===== src/cprc_pkg.sv =====
package cprc_pkg;

  // ==========================================================
  // Clock and timing generator
  localparam int CLK_HZ = 20_000_000;     // pclk rate
  localparam int TICK_NS = 1000;          // Timing generator period in ns
  localparam int TICK_CYC = (TICK_NS * (CLK_HZ / 1_000_000) + 999) / 1000;
  localparam int POR_TIME_US = 100;       // Power-on time-out
  localparam int CLEAR_TIME_US = 50;      // Configuration memory clear time
  localparam int POR_TICKS = POR_TIME_US * 1000 / TICK_NS;
  localparam int CLEAR_TICKS = CLEAR_TIME_US * 1000 / TICK_NS;
  localparam int TIMER_W = 12;            // Width of the phase timer
  localparam int REPROG_TICKS = 2;        // Reprogram request filter length
  localparam logic [6:0] PIN_IDLE_HIGH = 7'h48; // Pins that idle high: power-down and completion
  localparam int RB_BITS = 32;            // Bits per readback word
  localparam logic [1:0] STEP_ACTIVATE = 2'h1; // Startup step of user activation
  localparam logic [1:0] STEP_LAST = 2'h2;     // Last startup step

  // ==========================================================
  // Modes
  localparam logic [2:0] MODE_SLAVE = 3'h7; // Mode code that takes the clock in

  // ==========================================================
  // APB register map
  localparam logic [11:0] OFS_CTRL = 12'h000;   // Control, read/write
  localparam logic [11:0] OFS_STATUS = 12'h004; // Status, read only
  localparam logic [11:0] OFS_RBDATA = 12'h008; // Readback word, read/write
  localparam int CTRL_DONE_LATE_BIT = 0;        // Completion after activation
  localparam int CTRL_PULLUP_BIT = 1;           // Completion pin pull-up
  localparam int CTRL_LOAD_DONE_BIT = 2;        // Write 1: data load finished
  localparam logic [1:0] CTRL_RESET = 2'h0;     // Control reset value
  localparam logic [31:0] RBDATA_RESET = 32'h0000_0000;

  // ==========================================================
  // Types
  typedef struct packed {
    logic power_down_n;  // Power-down pin, low active
    logic reset_n;       // Reset pin, low active
    logic config_clock;  // Configuration clock from the pin
    logic complete;      // Completion/reprogram pin level
    logic [2:0] mode;    // Mode pins, bit 0 doubles as readback trigger
  } cprc_pin_in_t;

  typedef enum logic [3:0] {
    ST_POR, ST_CLEAR, ST_WAIT_RST, ST_SAMPLE, ST_CONFIG, ST_STARTUP, ST_USER, ST_PDOWN
  } cprc_state_t;

endpackage : cprc_pkg


===== src/cprc_sync.sv =====
`timescale 1ns/1ps
// ==========================================================
// Two-stage synchroniser for a bundle of level inputs
module cprc_sync #(
  parameter int W = 7 // Bundle width
) (
  input wire logic pclk,           // System clock
  input wire logic presetn,        // Async reset, low active
  input wire logic [W-1:0] d,      // Asynchronous inputs
  output logic [W-1:0] q           // Synchronised outputs
);
  logic [W-1:0] meta_ff; // First stage, read only by the second

  // Two flops in a row
  always_ff @(posedge pclk or negedge presetn) begin
    if (!presetn) begin
      meta_ff <= '0;
      q <= '0;
    end else begin
      meta_ff <= d;
      q <= meta_ff;
    end
  end
endmodule : cprc_sync


===== src/cprc_tick_div.sv =====
`timescale 1ns/1ps
// ==========================================================
// Divider giving one-cycle enable pulses for the timing generator
module cprc_tick_div #(
  parameter int DIV = 20 // pclk cycles per tick
) (
  input wire logic pclk,    // System clock
  input wire logic presetn, // Async reset, low active
  input wire logic run,     // Low freezes the generator
  output logic tick         // One-cycle pulse every DIV cycles
);
  logic [15:0] cnt_ff; // Cycle counter

  // Count and pulse at wrap
  always_ff @(posedge pclk or negedge presetn) begin
    if (!presetn) begin
      cnt_ff <= 16'h0000;
      tick <= 1'b0;
    end else if (!run) begin
      tick <= 1'b0;
    end else if (cnt_ff == 16'(DIV - 1)) begin
      cnt_ff <= 16'h0000;
      tick <= 1'b1;
    end else begin
      cnt_ff <= cnt_ff + 16'h0001;
      tick <= 1'b0;
    end
  end
endmodule : cprc_tick_div


===== src/cprc_top.sv =====
`timescale 1ns/1ps
// Functional notes
// - Power-down suspends activity, outputs float, no pull-ups
// - Power-up after configuration resumes with startup sequence, no reload
// - Time-out and reset release precede mode sampling
// - Reset during configuration restarts configuration
// - Reset after configuration clears all storage
// - Drive clock except readback and slave mode other than startup after power-down
// - Open-drain completion, release before or after activation
// - Completion pin falling edge starts reconfiguration
// - Sample three mode pins before configuration
// - Mode0 rising edge starts readback on external clock
// - Mode1 pin outputs readback data inverted
// - Filter reprogram two ticks, hold pin low
// - Clear-status low during power-up and clearing
module cprc_top #(
  parameter int TICK_DIV = cprc_pkg::TICK_CYC,     // Cycles per timing tick
  parameter int POR_T = cprc_pkg::POR_TICKS,       // Power-on time-out ticks
  parameter int CLEAR_T = cprc_pkg::CLEAR_TICKS    // Memory clear ticks
) (
  input wire logic pclk,                           // APB clock
  input wire logic presetn,                        // APB reset, low active
  input wire logic psel,                           // APB select
  input wire logic penable,                        // APB enable
  input wire logic pwrite,                         // APB direction
  input wire logic [11:0] paddr,                   // APB byte address
  input wire logic [31:0] pwdata,                  // APB write data
  output logic [31:0] prdata,                      // APB read data
  output logic pready,                             // APB ready
  output logic pslverr,                            // APB error
  input wire cprc_pkg::cprc_pin_in_t pins_i,       // Control pins in
  output logic config_clock_o,                     // Configuration clock out
  output logic config_clock_oe,                    // Configuration clock drive
  output logic config_complete_reprogram_o,        // Completion pin level
  output logic config_complete_reprogram_oe,       // Completion pin pulled low
  output logic complete_pullup_en,                 // Completion pull-up on
  output logic mode_bit1_readback_out_o,           // Readback data, low active
  output logic mode_bit1_readback_out_oe,          // Readback pin drive
  output logic clear_status_oe,                    // Clear-status pin pulled low
  output logic io_output_en,                       // User outputs enabled
  output logic io_pullup_en,                       // Pin pull-ups on
  output logic storage_clear,                      // Clear all cell storage
  output logic user_logic_active,                  // User logic running
  output logic internal_suspend,                   // Internal activity halted
  output logic [2:0] config_mode                   // Sampled mode
);
  import cprc_pkg::*;

  // ==========================================================
  // Pin synchronisers and edge detection
  cprc_pin_in_t pins_s;     // Synchronised pins
  logic config_clock_d_ff;          // Delayed synchronised clock
  logic mode0_d_ff;         // Delayed synchronised trigger
  logic ext_rise;           // External clock rising edge
  logic trig_rise;          // Readback trigger rising edge
  logic tick;               // Timing generator pulse
  logic [6:0] sync_q;       // Synchroniser output, idle-high pins inverted

  // Idle-high pins pass inverted, so that after reset power-down is not seen asserted
  cprc_sync #(.W($bits(cprc_pin_in_t))) u_sync (
    .pclk(pclk),
    .presetn(presetn),
    .d(pins_i ^ PIN_IDLE_HIGH),
    .q(sync_q)
  );

  // Undo the inversion
  assign pins_s = cprc_pin_in_t'(sync_q ^ PIN_IDLE_HIGH);

  // Delay copies for edges
  always_ff @(posedge pclk or negedge presetn) begin
    if (!presetn) begin
      config_clock_d_ff <= 1'b0;
      mode0_d_ff <= 1'b0;
    end else begin
      config_clock_d_ff <= pins_s.config_clock;
      mode0_d_ff <= pins_s.mode[0];
    end
  end

  assign ext_rise = pins_s.config_clock && !config_clock_d_ff;
  assign trig_rise = pins_s.mode[0] && !mode0_d_ff;

  // ==========================================================
  // APB slave
  logic [1:0] ctrl_ff;      // Done-late and pull-up selects
  logic load_done_ff;       // Software finished the data load
  logic [31:0] rbdata_ff;   // Word offered for readback
  logic wr_en;              // Write takes effect
  cprc_state_t state_ff;    // Sequencer state
  cprc_state_t nxt_state;   // Next sequencer state
  logic configured_ff;      // Configuration completed since the last clear
  logic rb_busy_ff;         // Readback in progress
  logic [2:0] mode_ff;      // Sampled mode

  // Decodes a mapped register
  function automatic logic addr_hit(input logic [11:0] a);
    addr_hit = (a == OFS_CTRL) || (a == OFS_STATUS) || (a == OFS_RBDATA);
  endfunction : addr_hit

  assign wr_en = psel && penable && pready && pwrite && addr_hit(paddr);

  // Answer one cycle after setup
  always_ff @(posedge pclk or negedge presetn) begin
    if (!presetn) begin
      pready <= 1'b0;
      prdata <= 32'h0000_0000;
      pslverr <= 1'b0;
    end else begin
      pready <= psel && !penable;
      if (psel && !penable) begin
        pslverr <= !addr_hit(paddr);
        case (paddr)
          OFS_CTRL: prdata <= {30'h0000_0000, ctrl_ff};
          OFS_STATUS: prdata <= {22'h00_0000, rb_busy_ff, configured_ff, 1'b0, mode_ff, 4'(state_ff)};
          OFS_RBDATA: prdata <= rbdata_ff;
          default: prdata <= 32'h0000_0000;
        endcase
      end
    end
  end

  // Control and readback word
  always_ff @(posedge pclk or negedge presetn) begin
    if (!presetn) begin
      ctrl_ff <= CTRL_RESET;
      rbdata_ff <= RBDATA_RESET;
    end else if (wr_en) begin
      if (paddr == OFS_CTRL) begin
        ctrl_ff <= {pwdata[CTRL_PULLUP_BIT], pwdata[CTRL_DONE_LATE_BIT]};
      end else if (paddr == OFS_RBDATA) begin
        rbdata_ff <= pwdata;
      end
    end
  end

  // Load-done flag, a new write wins over consumption
  always_ff @(posedge pclk or negedge presetn) begin
    if (!presetn) begin
      load_done_ff <= 1'b0;
    end else if (wr_en && paddr == OFS_CTRL && pwdata[CTRL_LOAD_DONE_BIT]) begin
      load_done_ff <= 1'b1;
    end else if (state_ff == ST_STARTUP || state_ff == ST_CLEAR) begin
      load_done_ff <= 1'b0;
    end
  end

  // ==========================================================
  // Sequencer
  logic [TIMER_W-1:0] tmr_ff;  // Phase timer in ticks
  logic [1:0] step_ff;         // Startup step in clock cycles
  logic [1:0] filt_ff;         // Reprogram filter count
  logic resume_ff;             // Startup after power-down
  logic config_clock_ff;               // Own configuration clock
  logic use_own;               // Startup paced by own clock
  logic config_clock_run;              // Own clock is driven
  logic config_clock_edge;             // Configuration clock rising edge
  logic slave;                 // Sampled mode takes the clock in

  assign slave = (mode_ff == MODE_SLAVE);
  assign use_own = !slave || resume_ff;
  assign config_clock_run = (state_ff == ST_CONFIG && !slave) || (state_ff == ST_STARTUP && use_own);
  assign config_clock_edge = use_own ? (tick && config_clock_run && !config_clock_ff) : ext_rise;

  cprc_tick_div #(.DIV(TICK_DIV)) u_tick (
    .pclk(pclk),
    .presetn(presetn),
    .run(state_ff != ST_PDOWN),
    .tick(tick)
  );

  // Next state
  always_comb begin
    nxt_state = state_ff;
    if (!pins_s.power_down_n && state_ff != ST_PDOWN) begin
      nxt_state = ST_PDOWN;
    end else begin
      case (state_ff)
        ST_POR: if (tick && tmr_ff == TIMER_W'(POR_T - 1)) nxt_state = ST_CLEAR;
        ST_CLEAR: if (tick && tmr_ff == TIMER_W'(CLEAR_T - 1)) nxt_state = ST_WAIT_RST;
        ST_WAIT_RST: if (pins_s.reset_n) nxt_state = ST_SAMPLE;
        ST_SAMPLE: nxt_state = ST_CONFIG;
        ST_CONFIG: begin
          if (!pins_s.reset_n) nxt_state = ST_CLEAR;
          else if (load_done_ff) nxt_state = ST_STARTUP;
        end
        ST_STARTUP: if (config_clock_edge && step_ff == STEP_LAST) nxt_state = ST_USER;
        ST_USER: if (filt_ff == 2'(REPROG_TICKS)) nxt_state = ST_CLEAR;
        ST_PDOWN: if (pins_s.power_down_n) nxt_state = configured_ff ? ST_STARTUP : ST_POR;
        default: nxt_state = ST_POR;
      endcase
    end
  end

  // State register
  always_ff @(posedge pclk or negedge presetn) begin
    if (!presetn) state_ff <= ST_POR;
    else state_ff <= nxt_state;
  end

  // Phase timer, restarted on each change of state
  always_ff @(posedge pclk or negedge presetn) begin
    if (!presetn) tmr_ff <= '0;
    else if (nxt_state != state_ff) tmr_ff <= '0;
    else if (tick) tmr_ff <= tmr_ff + 1'b1;
  end

  // Startup steps counted in clock cycles
  always_ff @(posedge pclk or negedge presetn) begin
    if (!presetn) step_ff <= 2'h0;
    else if (state_ff != ST_STARTUP) step_ff <= 2'h0;
    else if (config_clock_edge) step_ff <= step_ff + 2'h1;
  end

  always_ff @(posedge pclk or negedge presetn) begin
    if (!presetn) filt_ff <= 2'h0;
    else if (state_ff != ST_USER || pins_s.complete) filt_ff <= 2'h0;
    else if (tick && filt_ff != 2'(REPROG_TICKS)) filt_ff <= filt_ff + 2'h1;
  end

  always_ff @(posedge pclk or negedge presetn) begin
    if (!presetn) mode_ff <= 3'h0;
    else if (state_ff == ST_SAMPLE) mode_ff <= pins_s.mode;
  end

  // Configured and resume flags
  always_ff @(posedge pclk or negedge presetn) begin
    if (!presetn) begin
      configured_ff <= 1'b0;
      resume_ff <= 1'b0;
    end else begin
      if (state_ff == ST_USER) configured_ff <= 1'b1;
      else if (state_ff == ST_CLEAR) configured_ff <= 1'b0;
      if (state_ff == ST_PDOWN && nxt_state == ST_STARTUP) resume_ff <= 1'b1;
      else if (state_ff != ST_STARTUP) resume_ff <= 1'b0;
    end
  end

  // Own clock toggles on ticks
  always_ff @(posedge pclk or negedge presetn) begin
    if (!presetn) config_clock_ff <= 1'b0;
    else if (!config_clock_run) config_clock_ff <= 1'b0;
    else if (tick) config_clock_ff <= !config_clock_ff;
  end

  // ==========================================================
  // Readback
  logic [RB_BITS-1:0] rb_shift_ff; // Outgoing bits, msb first
  logic [5:0] rb_cnt_ff;           // Bits left

  // start on the mode0 rising edge, shift on the external clock
  always_ff @(posedge pclk or negedge presetn) begin
    if (!presetn) begin
      rb_busy_ff <= 1'b0;
      rb_shift_ff <= '0;
      rb_cnt_ff <= 6'h00;
    end else if (state_ff != ST_USER) begin
      rb_busy_ff <= 1'b0;
    // trigger only when configured and powered
    end else if (!rb_busy_ff && trig_rise && pins_s.power_down_n) begin
      rb_busy_ff <= 1'b1;
      rb_shift_ff <= rbdata_ff;
      rb_cnt_ff <= 6'(RB_BITS);
    end else if (rb_busy_ff && ext_rise) begin
      rb_shift_ff <= {rb_shift_ff[RB_BITS-2:0], 1'b0};
      rb_cnt_ff <= rb_cnt_ff - 6'h01;
      if (rb_cnt_ff == 6'h01) rb_busy_ff <= 1'b0;
    end
  end

  // ==========================================================
  // Pin outputs
  logic nxt_user_active; // User logic active next cycle
  logic done_hold_ff;    // Completion pin held low
  logic clear_st_ff;     // Clear-status held low
  logic pullup_ff;       // Completion pull-up
  logic rb_out_ff;       // Readback pin level
  logic rb_oe_ff;        // Readback pin drive
  logic config_clock_oe_ff;      // Clock drive
  logic outen_ff;        // User outputs enabled
  logic iopull_ff;       // Pin pull-ups
  logic sclr_ff;         // Storage clear
  logic act_ff;          // User logic active
  logic susp_ff;         // Internal activity halted

  // activation on the middle startup step
  always_comb begin
    nxt_user_active = act_ff;
    if (nxt_state != ST_STARTUP && nxt_state != ST_USER) nxt_user_active = 1'b0;
    else if (state_ff == ST_STARTUP && config_clock_edge && step_ff == STEP_ACTIVATE) nxt_user_active = 1'b1;
  end

  // Completion pin hold and release
  always_ff @(posedge pclk or negedge presetn) begin
    if (!presetn) begin
      done_hold_ff <= 1'b1;
    end else if (nxt_state == ST_PDOWN) begin
      done_hold_ff <= 1'b0;
    end else if (state_ff == ST_STARTUP && config_clock_edge) begin
      // release one cycle before or after activation
      if (step_ff == (ctrl_ff[CTRL_DONE_LATE_BIT] ? STEP_LAST : 2'h0)) done_hold_ff <= 1'b0;
    end else if (nxt_state != ST_USER && nxt_state != ST_STARTUP) begin
      done_hold_ff <= 1'b1;
    end else if (state_ff == ST_PDOWN) begin
      done_hold_ff <= 1'b1;
    end
  end

  // Registered pin levels
  always_ff @(posedge pclk or negedge presetn) begin
    if (!presetn) begin
      clear_st_ff <= 1'b1;
      pullup_ff <= 1'b0;
      rb_out_ff <= 1'b1;
      rb_oe_ff <= 1'b0;
      config_clock_oe_ff <= 1'b0;
      outen_ff <= 1'b0;
      iopull_ff <= 1'b0;
      sclr_ff <= 1'b1;
      act_ff <= 1'b0;
      susp_ff <= 1'b0;
    end else begin
      clear_st_ff <= (nxt_state == ST_POR) || (nxt_state == ST_CLEAR);
      pullup_ff <= ctrl_ff[CTRL_PULLUP_BIT] && nxt_state != ST_PDOWN;
      rb_out_ff <= !(rb_busy_ff && rb_shift_ff[RB_BITS-1]);
      rb_oe_ff <= (nxt_state == ST_USER);
      config_clock_oe_ff <= config_clock_run;
      act_ff <= nxt_user_active;
      susp_ff <= (nxt_state == ST_PDOWN);
      outen_ff <= nxt_user_active && nxt_state != ST_PDOWN;
      iopull_ff <= nxt_state != ST_PDOWN && !nxt_user_active;
      // clear storage on reset after configuration
      sclr_ff <= !nxt_user_active || (state_ff == ST_USER && !pins_s.reset_n);
    end
  end

  assign config_clock_o = config_clock_ff;
  assign config_clock_oe = config_clock_oe_ff;
  assign config_complete_reprogram_o = 1'b0;
  assign config_complete_reprogram_oe = done_hold_ff;
  assign complete_pullup_en = pullup_ff;
  assign mode_bit1_readback_out_o = rb_out_ff;
  assign mode_bit1_readback_out_oe = rb_oe_ff;
  assign clear_status_oe = clear_st_ff;
  assign io_output_en = outen_ff;
  assign io_pullup_en = iopull_ff;
  assign storage_clear = sclr_ff;
  assign user_logic_active = act_ff;
  assign internal_suspend = susp_ff;
  assign config_mode = mode_ff;
endmodule : cprc_top


===== config.mk =====
export PLATFORM = sky130hd
export DESIGN_NAME = cprc_top
export DESIGN_NICKNAME = d
export VERILOG_FILES = /design/src/cprc_pkg.sv /design/src/cprc_sync.sv /design/src/cprc_tick_div.sv /design/src/cprc_top.sv
export SDC_FILE = /design/constraint.sdc
export NUM_CORES = 1
export LEC_CHECK = 0
export ABC_AREA = 0
export BUFFER_PORTS_ARGS = -buffer_cell sky130_fd_sc_hd__buf_2
export CORE_ASPECT_RATIO = 2
export CORE_MARGIN = 1.5
export CORE_UTILIZATION = 62
export CTS_CLUSTER_DIAMETER = 30
export CTS_CLUSTER_SIZE = 8
export DETAILED_ROUTE_END_ITERATION = 7
export GPL_TIMING_DRIVEN = 0
export PLACE_DENSITY = 0.93
export SLEW_MARGIN = 20
export SYNTH_ARGS = -nofsm -noshare
export SYNTH_HDL_FRONTEND = slang
export SYNTH_HIERARCHICAL = 1
export SYNTH_SLANG_ARGS = --single-unit

===== constraint.sdc =====
create_clock -name pclk -period 6.1 [get_ports pclk]
set_clock_uncertainty 0.2 [all_clocks]
set_input_delay 1.22 -clock pclk [delete_from_list [all_inputs] [get_ports pclk]]
set_output_delay 1.22 -clock pclk [all_outputs]
set_load 0.02 [all_outputs]

## Word level (Yosys, flattened, before mapping)

Cells that the tools add are included.

- Register bits after elaboration: 178
- Latch bits: 0
- Bits in writable memories: 0
- Bits in read-only memories: 0
- Input port bits: 56
- Output and inout port bits: 50
- Word-level logic and storage cells: 188
- Memories kept: 0

- Add/subtract/negate cells: 5
- $mul: 0
- Divide/modulo/power cells: 0
- Magnitude comparators: 0
- Equality and inequality tests: 32
- Shift-type cells: 0
- Muxes and demuxes: 46
- Bitwise logic cells: 4
- Reduce and logical (&&, ||, !) cells: 67

Operators with widths:

| kind | count |
|---|---|
| $pmux 32 s3 | 1 |
| $mux 32 | 2 |
| $mux 4 | 9 |
| $pmux 4 s8 | 1 |
| $logic_and 1x1->1 | 30 |
| $eq 4x3->1 const B | 7 |
| $mux 12 | 2 |
| $ne 4x3->1 const B | 6 |
| $mux 1 | 22 |
| $add 16x1->16 const B | 1 |
| $eq 16x5->1 const B | 1 |
| $mux 16 | 1 |
| $reduce_bool 2->1 | 7 |
| $add 12x1->12 const B | 1 |
| $eq 12x3->1 const B | 1 |
| $eq 12x4->1 const B | 1 |
| $eq 12x6->1 const B | 1 |
| $eq 12x7->1 const B | 1 |
| $logic_not 12->1 | 1 |
| $mux 6 | 2 |
| $logic_not 1->1 | 11 |
| $mux 2 | 5 |
| $eq 4x1->1 const B | 2 |
| $eq 4x2->1 const B | 2 |
| 20 further kinds | 36 |

## Logic depth before layout (Yosys ltp)

Gate-level depths: netlist of the first run.

- Depth after elaboration: 17
- Mapped depth: 9

## Cells and area by module

Netlist of the first run, hierarchy kept.

Modules (own cells, without submodules):

| module | instances | cells an instance | area an instance (um^2) | sequential area each (um^2) |
|---|---|---|---|---|
| cprc_top | 1 | 555 | 6550.0 | 3683.5 |
| cprc_tick_div | 1 | 70 | 793.3 | 425.4 |
| cprc_sync | 1 | 14 | 350.3 | 350.3 |

## Least setup slack after synthesis of the first run

Ideal clock, no wire load.

- Path kind: input -> register
- From: in paddr[7]
- To: reg rbdata_ff[17]
- Setup time: 0.125 ns
- Arrival: 2.644 ns
- Required time: 5.775 ns
- Slack: 3.131 ns
- Stages: 7
- Cells stage by stage: nor4_1 nand3_1 or2_0 nor2b_1 clkbuf_1 buf_2 mux2_2

- Longest elaborated chain between the ends: 5
- Elaborated cells between the ends (all ways): 8
- Classes of those cells: eq/ne (2); bitwise (1); reduce/logical (5)

RTL lines:

| element | RTL line | source |
|---|---|---|
| from (decl) | cprc_top.sv:26 | `input wire logic [11:0] paddr,` |
| $eq 12x3->1 / $logic_not 12->1 (equally long branches) | cprc_top.sv:98, cprc_top.sv:129 |  |
| $logic_or 1x1->1 (2 in a row) | cprc_top.sv:98 | `addr_hit = (a == OFS_CTRL) \|\| (a == OFS_STATUS) \|\| (a == OFS_RBDATA);` |
| $logic_and 1x1->1 | cprc_top.sv:101 | `assign wr_en = psel && penable && pready && pwrite && addr_hit(paddr);` |
| $reduce_and 3->1 (no line) (*) | - |  |
| to (signal assigned) | cprc_top.sv:132 | `rbdata_ff <= pwdata;` |
| to (decl) | cprc_top.sv:88 | `logic [31:0] rbdata_ff;` |

Every way passes the cells marked *; elsewhere a longest branch is shown, timed or not.
A chain may end at the register's enable or synchronous reset.

## Worst setup path in the final report of the first run

- From: in paddr[3]
- To: reg prdata[22]

- Longest elaborated chain between the ends: 2
- Elaborated cells between the ends (all ways): 4
- Classes of those cells: eq/ne (2); mux (1); reduce/logical (1)

RTL lines:

| element | RTL line | source |
|---|---|---|
| $eq 12x4->1 (tied with other cells) | cprc_top.sv:113 | `case (paddr)` |
| $pmux 32 s3 (*) | cprc_top.sv:113 |  |
| to (signal assigned) | cprc_top.sv:114 | `OFS_CTRL: prdata <= {30'h0000_0000, ctrl_ff};` |
| to (signal assigned) | cprc_top.sv:115 | `OFS_STATUS: prdata <= {22'h00_0000, rb_busy_ff, configured_ff, 1'b0, mode_ff, 4'(state_ff)};` |
| to (signal assigned) | cprc_top.sv:116 | `OFS_RBDATA: prdata <= rbdata_ff;` |
| to (decl) | cprc_top.sv:28 | `output logic [31:0] prdata,` |

Marks and branches as above.

==> run_results.csv, run 1 <==
group,metric,value,unit
logic_synthesis,async_reset_ff_share,100,%
cells_and_area,final_area,9040,um2
detailed_routing,vias,6016,
logic_synthesis,netlist_area,7690,um2
worst_setup_path,crit_fanout,10,
detailed_routing,drt-initial-drc-count,587,
worst_setup_path,required,6.27,ns
worst_setup_path,crit_type,"in2reg",
floorplan,pin_count,106,
global_route,grt_pass1_wl,32200,um
cells_and_area,antenna_cells,0,
floorplan,fp.dieW,81.8,um
placed_design,place_congestion,0.892,
detailed_routing,drc_errors,0,
detailed_routing,ant_nets,0,
detailed_routing,wl,20600,um
worst_setup_path,crit_top_cell,"clkbuf_1",
global_route,grt_max_degree,94,
timing,final.setup.worst_slack,2.97,ns
clocking,h-tree-depth,4,
job,maxCapViolCount,0,
placed_design,dp_hpwl,13200,um
global_route,grt_overflow,0,
global_route,first_global_vias,6382,
clocking,cts_buffers,17,
global_route,grt_use_total,33.2,%
logic_synthesis,synth_flop_cell,"dfrtp_1",
clocking,post_cts_buffers,0,
timing,fmax,0.320,GHz
cells_and_area,fin_nets,828,
detailed_routing,detail_route.wl_per_cell,22.3,um
power,p_leak,4.31,nW
timing,hold_violations,0,
logic_synthesis,ys_seq_area_share,58.0,%
floorplan,core,12100,um2
logic_synthesis,syn_inst,639,
logic_synthesis,ys_types,62,
global_route,grt_antenna_before_repair,0,
timing,tightest_slew,0.800,ns
clocking,clk_latency,0.44,ns
worst_setup_path,critPathTopFamily,"buffers and inverters",
power,total_power,2.91,mW
worst_setup_path,crit_path_start_kind,"primary input",
logic_synthesis,synth-seq-cells,178,
timing,fin_crit_sh,51.3,%
floorplan,rows,57,
timing,slew_headroom,46.7,%
power,ir_drop,0.236,mV
floorplan,die_area,13100,um2
logic_synthesis,yosys_warnings,6,
floorplan,initial_utilization,63.5,%
worst_setup_path,cp_num_buf_inv,4,
worst_setup_path,end_kind,"register",
logic_synthesis,synth-edff-count,0,
timing,period_needed,3.13,ns
worst_hold_path,worstHoldPathType,"reg2reg",
clocking,hold_buffers,0,
placed_design,dp_slack,2.63,ns
clocking,cts_tree,"yes",
logic_synthesis,synth_area_per_cell,12.0,um2
clocking,ctsResizeCount,0,
clocking,clkTransAtPathRegs,0.07,ns
timing,tns,0,ns
worst_setup_path,critPathMaxStageDelay,0.48,ns
clocking,cts_buffer_depth,2,
floorplan,die_h,161,um
worst_setup_path,crit_arrival,3.29,ns
status,status,"completed",
worst_setup_path,cp_cell_sequence,"buf_2 -> nor2b_1 -> clkbuf_1 -> and2_1 -> clkbuf_1 -> clkbuf_1 -> a22o_1",
detailed_routing,dr.pass1.iters,5,
placed_design,place_area,8440,um2
detailed_routing,avgViaCountPerCell,6.52,
power,power_density,322,nW/um2
clocking,cts_sinks,178,
placed_design,port_buffers,104,
worst_setup_path,cpMaxStageDelayCell,"clkbuf_1",
cells_and_area,fin_util,74.5,%
clocking,root_buffer,"clkbuf_16",
timing,setup_viol,0,
timing,grt_setup_unrepaired,"no",
cells_and_area,drive_above_1_share,27.2,%
timing,drv_slew,0,
cells_and_area,area_growth,17.5,%
[layout by cell type (no fill, tap or decap), drive strengths merged, types with 3 or more instances in the layout]
cell and instances:
a21oi 41, mux2 38, a22o 40, and4 5
nand2 26, nor4 5, dfstp 4, nor2b 8
o21ai 12, o22ai 3, and3 7, ha 8
inv 23, dfrtp 174, nor2 55, nor3 19
xor2 13, nand3 11, a21o 3, nor3b 3
nand2b 9, nor4b 4, clkinv 4, xnor2 22
clkbuf 36, nand4 8, mux2i 34, and2 8
buf 122
[cells by family after synthesis]
group                      Yosys count  synth area share, %
DFF                                178                 58.0
xor gates and xnor gates            35                 3.98
muxes                               72                 9.99
adders and majority gates            8                 1.30
and+or+nand+nor                    178                 12.9
buffers and inverters               53                 3.14
other                                1               0.0487
AOI/OAI and AO/OA                  114                 10.7
[per-stage QoR]
step                      std cells  hold slack (ns)
after global placement          891            0.134
after detailed placement        892            0.136
after global routing            923            0.156
final                           923            0.148
after CTS                       923            0.152
after floorplan                 640            0.131
[final timing paths]
kind,start,end,slack (ns),cells after the start
setup / recovery,paddr[3],prdata[22],2.97,7
hold / removal,u_sync/meta_ff[2],u_sync/q[2],0.15,0
setup reg to reg,state_ff[0],rb_shift_ff[13],3.17,8
hold reg to reg,u_sync/meta_ff[2],u_sync/q[2],0.15,0
max in group asynchronous,presetn,storage_clear,4.18,2
min in group asynchronous,presetn,rbdata_ff[12],0.55,1
[final cells by class]
cell class                      instances  area [um2]
Multi-Input combinational cell        409        3000
Sequential cell                       178        4460
Buffer                                 36         178
Clock inverter                         14         173
Inverter                               17        63.8
Fill cell                             718        3090
Clock buffer                           17         425
Tap cell                              147         184
Timing Repair Buffer                  105         558
[Yosys cell counts (8+ instances only)]
master	n	area share, %
a21oi_1	41	2.7
a22o_1	40	4.6
clkbuf_1	19	0.93
dfrtp_1	174	57
ha_1	8	1.3
inv_1	17	0.83
mux2_2	36	5.3
mux2i_1	34	4.4
nand2_1	26	1.3
nand2b_1	9	0.73
nand3_1	11	0.72
nor2_1	53	2.6
nor2b_1	8	0.65
nor3_1	9	0.59
nor3_2	10	1.3
o21ai_0	11	0.72
xnor2_1	22	2.5
xor2_1	13	1.5
[sequential cells by signal, summed over array words and instances, names as in the netlist, 3 cells and up]
signal,cells
rb_shift_ff,32
state_ff,4
config_mode,3
tmr_ff,12
u_sync/meta_ff,7
prdata,32
rbdata_ff,32
u_sync/q,7
u_tick/cnt_ff,16
rb_cnt_ff,6
[per-layer routing]
metal | wire (um) | vias up | track usage (%)
met5 | 0 | - | 0
met4 | 1210 | 0 | 19.9
met3 | 1170 | 123 | 7.44
met2 | 11300 | 355 | 58.9
met1 | 6870 | 3034 | 33.8
li1 | - | 2504 | -
[power by group]
part           internal (mW)  switching (mW)  total, mW
Sequential              1.29          0.0998       1.39
Clock                  0.616           0.503       1.12
Combinational          0.160           0.238      0.398
(Power assumes the default switching activity.)
==> run 2: changes to the inputs <==
Settings changed: ABC_AREA 0 to 1, CORE_UTILIZATION 62 to 52, PLACE_DENSITY 0.93 to 0.84.
Clock period 6.1 ns to 2.7 ns, I/O delays scaled along.
==> run 2 against run 1 <==
  * Utilization shrank 12 points
  * Register-to-register slack worse by 2.9 ns
  * Total power rose to 2.6 times the previous value
  * Worst setup slack got worse by 2.7 ns
  * Final cell count grew 32%
  * Non-clock buffer count down 5
  * Area after synthesis grew 4.0%
  * Design area up 5.0%
  * First-iteration DRC count down 40%
  * Global-route usage shrank 9.4 points
  * Sequential power increased by 140%
==> run_results.csv, run 2 <==
group,metric,value,unit
detailed_routing,vias,6471,
global_route,grt_antenna_before_repair,0,
power,total_power,7.47,mW
cells_and_area,area_growth,18.6,%
cells_and_area,antenna_cells,0,
cells_and_area,drive_above_1_share,22.2,%
power,ir_drop,0.508,mV
worst_setup_path,crit_path_start_kind,"register",
worst_setup_path,cp_num_buf_inv,4,
logic_synthesis,synth_area_leader_cell,"dfrtp_1",
logic_synthesis,netlist_area,8000,um2
worst_setup_path,critPathTopFamily,"simple AND/OR/NAND/NOR gates",
worst_hold_path,hold_depth,1,
power,pwr-share-clk,35.6,%
power,p_sw,2.29,mW
clocking,clk_latency,0.43,ns
worst_setup_path,worstRegToRegCells,8,
global_route,grt_use_total,23.8,%
timing,fmax,0.410,GHz
timing,timing.hold.ws,0.0208,ns
floorplan,fp.dieW,90.7,um
worst_hold_path,holdCritStartpoint,"pins_i[1]",
timing,tightest_slew,0.675,ns
worst_setup_path,cpMaxStageDelayCell,"dfrtp_1",
logic_synthesis,yosysMostFrequentCell,"nand2_1",
floorplan,die_h,178,um
timing,slew_headroom,54.8,%
logic_synthesis,synth-seq-cells,178,
worst_hold_path,hold-path-endpoint,"u_sync/meta_ff[1]",
clocking,post_cts_buffers,0,
worst_hold_path,worstHoldPathType,"in2reg",
logic_synthesis,ys_types,47,
detailed_routing,avgViaCountPerCell,5.33,
worst_setup_path,crit_top_cell,"inv_2",
power,p_int,5.19,mW
global_route,first_global_vias,6525,
clocking,h-tree-depth,4,
worst_setup_path,r2r_slack,0.26,ns
cells_and_area,multi_input_area,3020,um2
timing,drv_slew,0,
logic_synthesis,yosys-top-cells-area,"dfrtp_1 54%, nand2_1 10%, nor2_1 4.7%, inv_1 4.5%, mux2_2 4.1%",
timing,final.setup.worst_slack,0.259,ns
global_route,grt_overflow,0,
placed_design,dp_slack,0.00357,ns
timing,fin_crit_sh,90.4,%
power,p_comb_share,19.7,%
global_route,grt_max_degree,68,
clocking,cts_sinks,178,
timing,grt_setup_unrepaired,"no",
worst_setup_path,crit_fanout,10,
clocking,cts_tree,"yes",
status,status,"completed",
cells_and_area,layout.cells.non_filler,1214,
timing,period_needed,2.44,ns
placed_design,dp_hpwl,12900,um
worst_setup_path,r2r_end,"rb_shift_ff[20]",
worst_setup_path,cp_cell_sequence,"nor4_4 -> inv_2 -> nor2_2 -> inv_2 -> o21ai_2 -> buf_6 -> buf_2 -> a31oi_1",
detailed_routing,drt-initial-drc-count,352,
detailed_routing,ant_nets,0,
cells_and_area,top_regs,"prdata x32, rb_shift_ff x32, rbdata_ff x32",
job,maxCapViolCount,0,
worst_setup_path,crit_type,"reg2reg",
detailed_routing,dr.pass1.iters,5,
worst_setup_path,critPathMaxStageDelay,0.52,ns
worst_setup_path,r2r-start,"u_sync/q[6]",
logic_synthesis,yosys_warnings,6,
worst_setup_path,crit_arrival,2.54,ns
clocking,hold_buffers,1,
clocking,root_buffer,"clkbuf_16",
clocking,ctsResizeCount,0,
worst_setup_path,required,2.79,ns
detailed_routing,detail_route.wl_per_cell,14.8,um
timing,hold_violations,0,
logic_synthesis,synth.top_cell.area_share,54.4,%
clocking,clkTransAtPathRegs,0.07,ns
power,p_seq_share,44.7,%
logic_synthesis,ys_top_cells_by_count,"216 x nand2_1, 174 x dfrtp_1, 101 x nor2_1",
placed_design,dp.cells,1181,
floorplan,rows,64,
power,power_density,787,nW/um2
logic_synthesis,synth_flop_cell,"dfrtp_1",
clocking,cts_buffer_depth,2,
logic_synthesis,ys_seq_area_share,55.7,%
placed_design,place_congestion,0.882,
logic_synthesis,syn_inst,876,
placed_design,port_buffers,104,
logic_synthesis,async_reset_ff_share,100,%
floorplan,initial_utilization,52.9,%
cells_and_area,num-fill-cells,1213,
power,p_leak,4.64,nW
cells_and_area,fin_util,62.7,%
floorplan,die_area,16200,um2
worst_setup_path,end_kind,"register",
clocking,cts_buffers,17,
logic_synthesis,synth_area_per_cell,9.14,um2
detailed_routing,drc_errors,0,
global_route,grt_pass1_wl,30600,um
power,p_sw_share,30.6,%
cells_and_area,fin_nets,1067,
floorplan,pin_count,106,
floorplan,core,15100,um2
cells_and_area,seq_area,4460,um2
cells_and_area,final_common_cell,"nand2_1",
timing,setup_viol,0,
logic_synthesis,synth-edff-count,0,
cells_and_area,final_cell_mix,"216 x nand2_1, 174 x dfrtp_1, 112 x buf_2",
detailed_routing,wl,17900,um
-- run 2: changes by cell type after synthesis, sizes merged, moves of 17 or more --
cell and change:
a22o -31, o21ai +36, mux2i -34, xnor2 -20
inv +84, nand2 +198, a31oi +31, nor2 +64
a21oi -36, nand3 +17
-- run 2: through the flow --
stage / setup TNS [ns] / instance area (um2)
detailed placement: 0 / 8840
CTS: 0 / 9490
global route: 0 / 9490
floorplan: 0 / 8010
global placement: -312.44 / 8780
finish: 0 / 9490
-- run 2: per-layer routing --
metal / share of wire [%] / track usage, %
met1: 43 / 29.7
met2: 49 / 39.8
met3: 5.4 / 5.07
met4: 2.7 / 10.1
met5: 0 / 0
-- run 2: cells by family after synthesis --
group / after synthesis / synth area share, %
AO/OA/AOI/OAI: 113 / 8.61
XOR/XNOR: 18 / 2.06
adder cells (fa/ha/maj): 8 / 1.25
buffers and inverters: 131 / 6.64
flip-flops: 178 / 55.7
multiplexers: 29 / 4.08
other: 1 / 0.0469
AND/OR/NAND/NOR: 398 / 21.6
-- run 2: how the worst max path moves through the flow --
stage / start / endpoint / slack [ns] / cells after the start
after global routing: u_sync/q[6] / rb_shift_ff[20] / 0.11 / 8
after CTS: u_sync/q[6] / rb_shift_ff[7] / 0.28 / 8
after global placement: presetn / u_tick/cnt_ff[13] / -1.79 / 1
after floorplan: paddr[1] / rbdata_ff[11] / 0.59 / 7
final: u_sync/q[6] / rb_shift_ff[20] / 0.26 / 8
after detailed placement: penable / prdata[1] / 0.004 / 5
-- run 2: area by class of cell --
class | count | share of cell area (%)
plain buffers | 29 | 1.54
clock buffers | 19 | 4.67
clock inverters | 13 | 2.07
inverters | 102 | 4.06
multi-input cells | 568 | 31.8
flip-flops and latches | 178 | 47.0
well taps | 198 | 2.61
repair buffers | 107 | 6.28
-- run 2: power by group through the flow --
stage	Clock, mW	Combinational [mW]	Sequential, mW
floorplan	0	1.01	3.37
global placement	0	1.37	3.36
detailed placement	0	1.45	3.37
CTS	2.70	1.48	3.34
global route	2.79	1.67	3.39
finish	2.66	1.47	3.34
==> run 3: changes to the inputs <==
--- a/config.mk
+++ b/config.mk
@@ -16,5 +16,5 @@
 export GPL_TIMING_DRIVEN = 0
 export PLACE_DENSITY = 0.84
-export SLEW_MARGIN = 20
+export SLEW_MARGIN = 15
 export SYNTH_ARGS = -nofsm -noshare
 export SYNTH_HDL_FRONTEND = slang
==> constraint.sdc (replaced) <==
create_clock -name pclk -period 2.7 [get_ports pclk]
set_clock_uncertainty 0.2 [all_clocks]
set_input_delay 0.405 -clock pclk [delete_from_list [all_inputs] [get_ports pclk]]
set_output_delay 0.405 -clock pclk [all_outputs]
set_load 0.1 [all_outputs]
==> run 3 against run 2 <==
  * Non-clock buffer count is 14 higher
  * Die area unchanged
  * Sequential cell count unchanged
  * Sequential power about the same
  * Worst setup slack improved by 0.020 ns
  * Largest cell class unchanged
  * Combinational power grew 20%
  * Wire length increased by 2.2%
  * Utilization up 0.93 points
==> run_results.csv, run 3 (synthesis results as in run 2) <==
group,metric,value,unit
status,status,"completed",
worst_setup_path,cpMaxStageDelayCell,"dfrtp_1",
timing,grt_setup_unrepaired,"no",
timing,slew_headroom,54.2,%
worst_setup_path,r2r_end,"rb_shift_ff[20]",
worst_hold_path,hold-path-endpoint,"rbdata_ff[25]",
floorplan,pin_count,106,
clocking,cts_buffer_depth,2,
detailed_routing,detail_route.wl_per_cell,14.9,um
timing,setup_viol,0,
cells_and_area,final_cell_mix,"216 x nand2_1, 174 x dfrtp_1, 112 x buf_2",
job,maxCapViolCount,0,
floorplan,fp.dieW,90.7,um
detailed_routing,vias,6559,
placed_design,dp_hpwl,12900,um
clocking,h-tree-depth,4,
floorplan,initial_utilization,52.9,%
worst_setup_path,critPathTopFamily,"simple AND/OR/NAND/NOR gates",
timing,tns,0,ns
timing,final.setup.worst_slack,0.279,ns
detailed_routing,ant_nets,0,
worst_setup_path,critPathMaxStageDelay,0.52,ns
placed_design,port_buffers,104,
timing,hold_violations,0,
timing,drv_slew,0,
detailed_routing,wl,18300,um
global_route,grt_overflow,0,
worst_hold_path,hold_depth,2,
cells_and_area,top_regs,"prdata x32, rb_shift_ff x32, rbdata_ff x32",
global_route,grt_antenna_before_repair,0,
worst_setup_path,crit_arrival,2.52,ns
global_route,first_global_vias,6670,
power,ir_drop,0.525,mV
global_route,grt_busiest_layer,"met2",
placed_design,dp_slack,0.139,ns
global_route,use_met2,41.1,%
power,p_leak,4.70,nW
worst_setup_path,end_kind,"register",
floorplan,die_area,16200,um2
floorplan,die_h,178,um
global_route,grt_max_degree,68,
worst_hold_path,worstHoldPathType,"in2reg",
cells_and_area,fin_nets,1081,
worst_hold_path,holdCritStartpoint,"pwdata[25]",
global_route,grt_use_total,24.3,%
timing,fin_crit_sh,89.7,%
cells_and_area,num-fill-cells,1194,
clocking,clk_latency,0.43,ns
worst_setup_path,required,2.79,ns
cells_and_area,area_growth,20.3,%
clocking,clkTransAtPathRegs,0.07,ns
floorplan,core,15100,um2
detailed_routing,dr.pass1.iters,5,
clocking,root_buffer,"clkbuf_16",
worst_setup_path,cp_cell_sequence,"nor4_4 -> inv_2 -> nor2_2 -> inv_2 -> o21ai_2 -> buf_6 -> buf_2 -> a31oi_1",
timing,tightest_slew,0.684,ns
worst_setup_path,crit_top_cell,"inv_2",
power,total_power,7.78,mW
global_route,grt_pass1_wl,31200,um
worst_setup_path,cp_num_buf_inv,4,
power,power_density,808,nW/um2
clocking,ctsResizeCount,0,
clocking,cts_tree,"yes",
timing,period_needed,2.42,ns
clocking,cts_buffers,17,
cells_and_area,antenna_cells,0,
global_route,grt_use_met3,5.37,%
detailed_routing,avgViaCountPerCell,5.34,
timing,fmax,0.413,GHz
worst_setup_path,r2r_slack,0.28,ns
worst_setup_path,r2r-start,"u_sync/q[6]",
placed_design,place_congestion,0.882,
worst_setup_path,worstRegToRegCells,8,
detailed_routing,drt-initial-drc-count,424,
worst_setup_path,crit_type,"reg2reg",
cells_and_area,final_common_cell,"nand2_1",
worst_setup_path,crit_path_start_kind,"register",
cells_and_area,drive_above_1_share,21.9,%
detailed_routing,drc_errors,0,
floorplan,rows,64,
worst_setup_path,crit_fanout,10,
clocking,cts_sinks,178,
global_route,grt_use_met1,30.0,%
==> run 3: cell count changes in the layout (fill, tap and decap cells not counted), sizes merged <==
cell / before / now
dlygate4sd3: 1 / 15
==> run 3: worst register-to-register path, stage by stage, from the launching register on <==
cell,delay (ns)
dfrtp_1,0.52
nor4_4,0.48
inv_2,0.13
nor2_2,0.20
inv_2,0.09
o21ai_2,0.12
buf_6,0.19
buf_2,0.23
a31oi_1,0.14
==> run 3: layout make-up <==
cell class                      count  area [um2]  area share [%]
Buffer                             29         146            1.52
Clock buffer                       19         443            4.60
Clock inverter                     13         196            2.04
Inverter                          102         385            4.00
Multi-Input combinational cell    568        3020            31.3
Sequential cell                   178        4460            46.3
Tap cell                          198         248            2.57
Timing Repair Buffer              121         736            7.64
==> run 3: how the worst max path moves through the flow <==
stage                              start                 to  slack, ns  cells past startpoint
after floorplan           config_mode[0]          tmr_ff[9]       0.17                      8
after global placement           presetn  u_tick/cnt_ff[13]      -1.66                      1
after detailed placement         penable          prdata[1]       0.14                      5
after CTS                    u_sync/q[6]     rb_shift_ff[7]       0.28                      8
after global routing         u_sync/q[6]    rb_shift_ff[20]       0.12                      8
final                        u_sync/q[6]    rb_shift_ff[20]       0.28                      8
==> run 3: report_power, final <==
part / switching, mW / internal [mW] / leakage (nW)
Clock: 1.07 / 1.59 / 0.306
Sequential: 0.284 / 3.06 / 2.35
Combinational: 1.22 / 0.547 / 2.04
==> run 3: timing repair <==
action                                 4_1_cts  5_1_grt
endpoints found under the hold margin       61        0
setup buffers                                0        0
hold buffers                                15        0
==> run 3: metal layers <==
layer  vias to the layer above  part of all wire (%)
met5                         -                     0
met4                         0                   2.9
met3                        43                   5.2
met2                       215                    50
met1                      3205                    42
li1                       3096                     -
==> run 3: through the flow <==
stage / area (um2) / util [%] / instances / hold slack (ns)
finish: 9630 / 63.6 / 1228 / 0.0139
global placement: 8780 / 58.0 / 1179 / 0.131
detailed placement: 8840 / 58.4 / 1181 / 0.133
CTS: 9630 / 63.6 / 1228 / 0.00148
global route: 9630 / 63.6 / 1228 / 0.00208
floorplan: 8010 / - / 877 / -0.0906
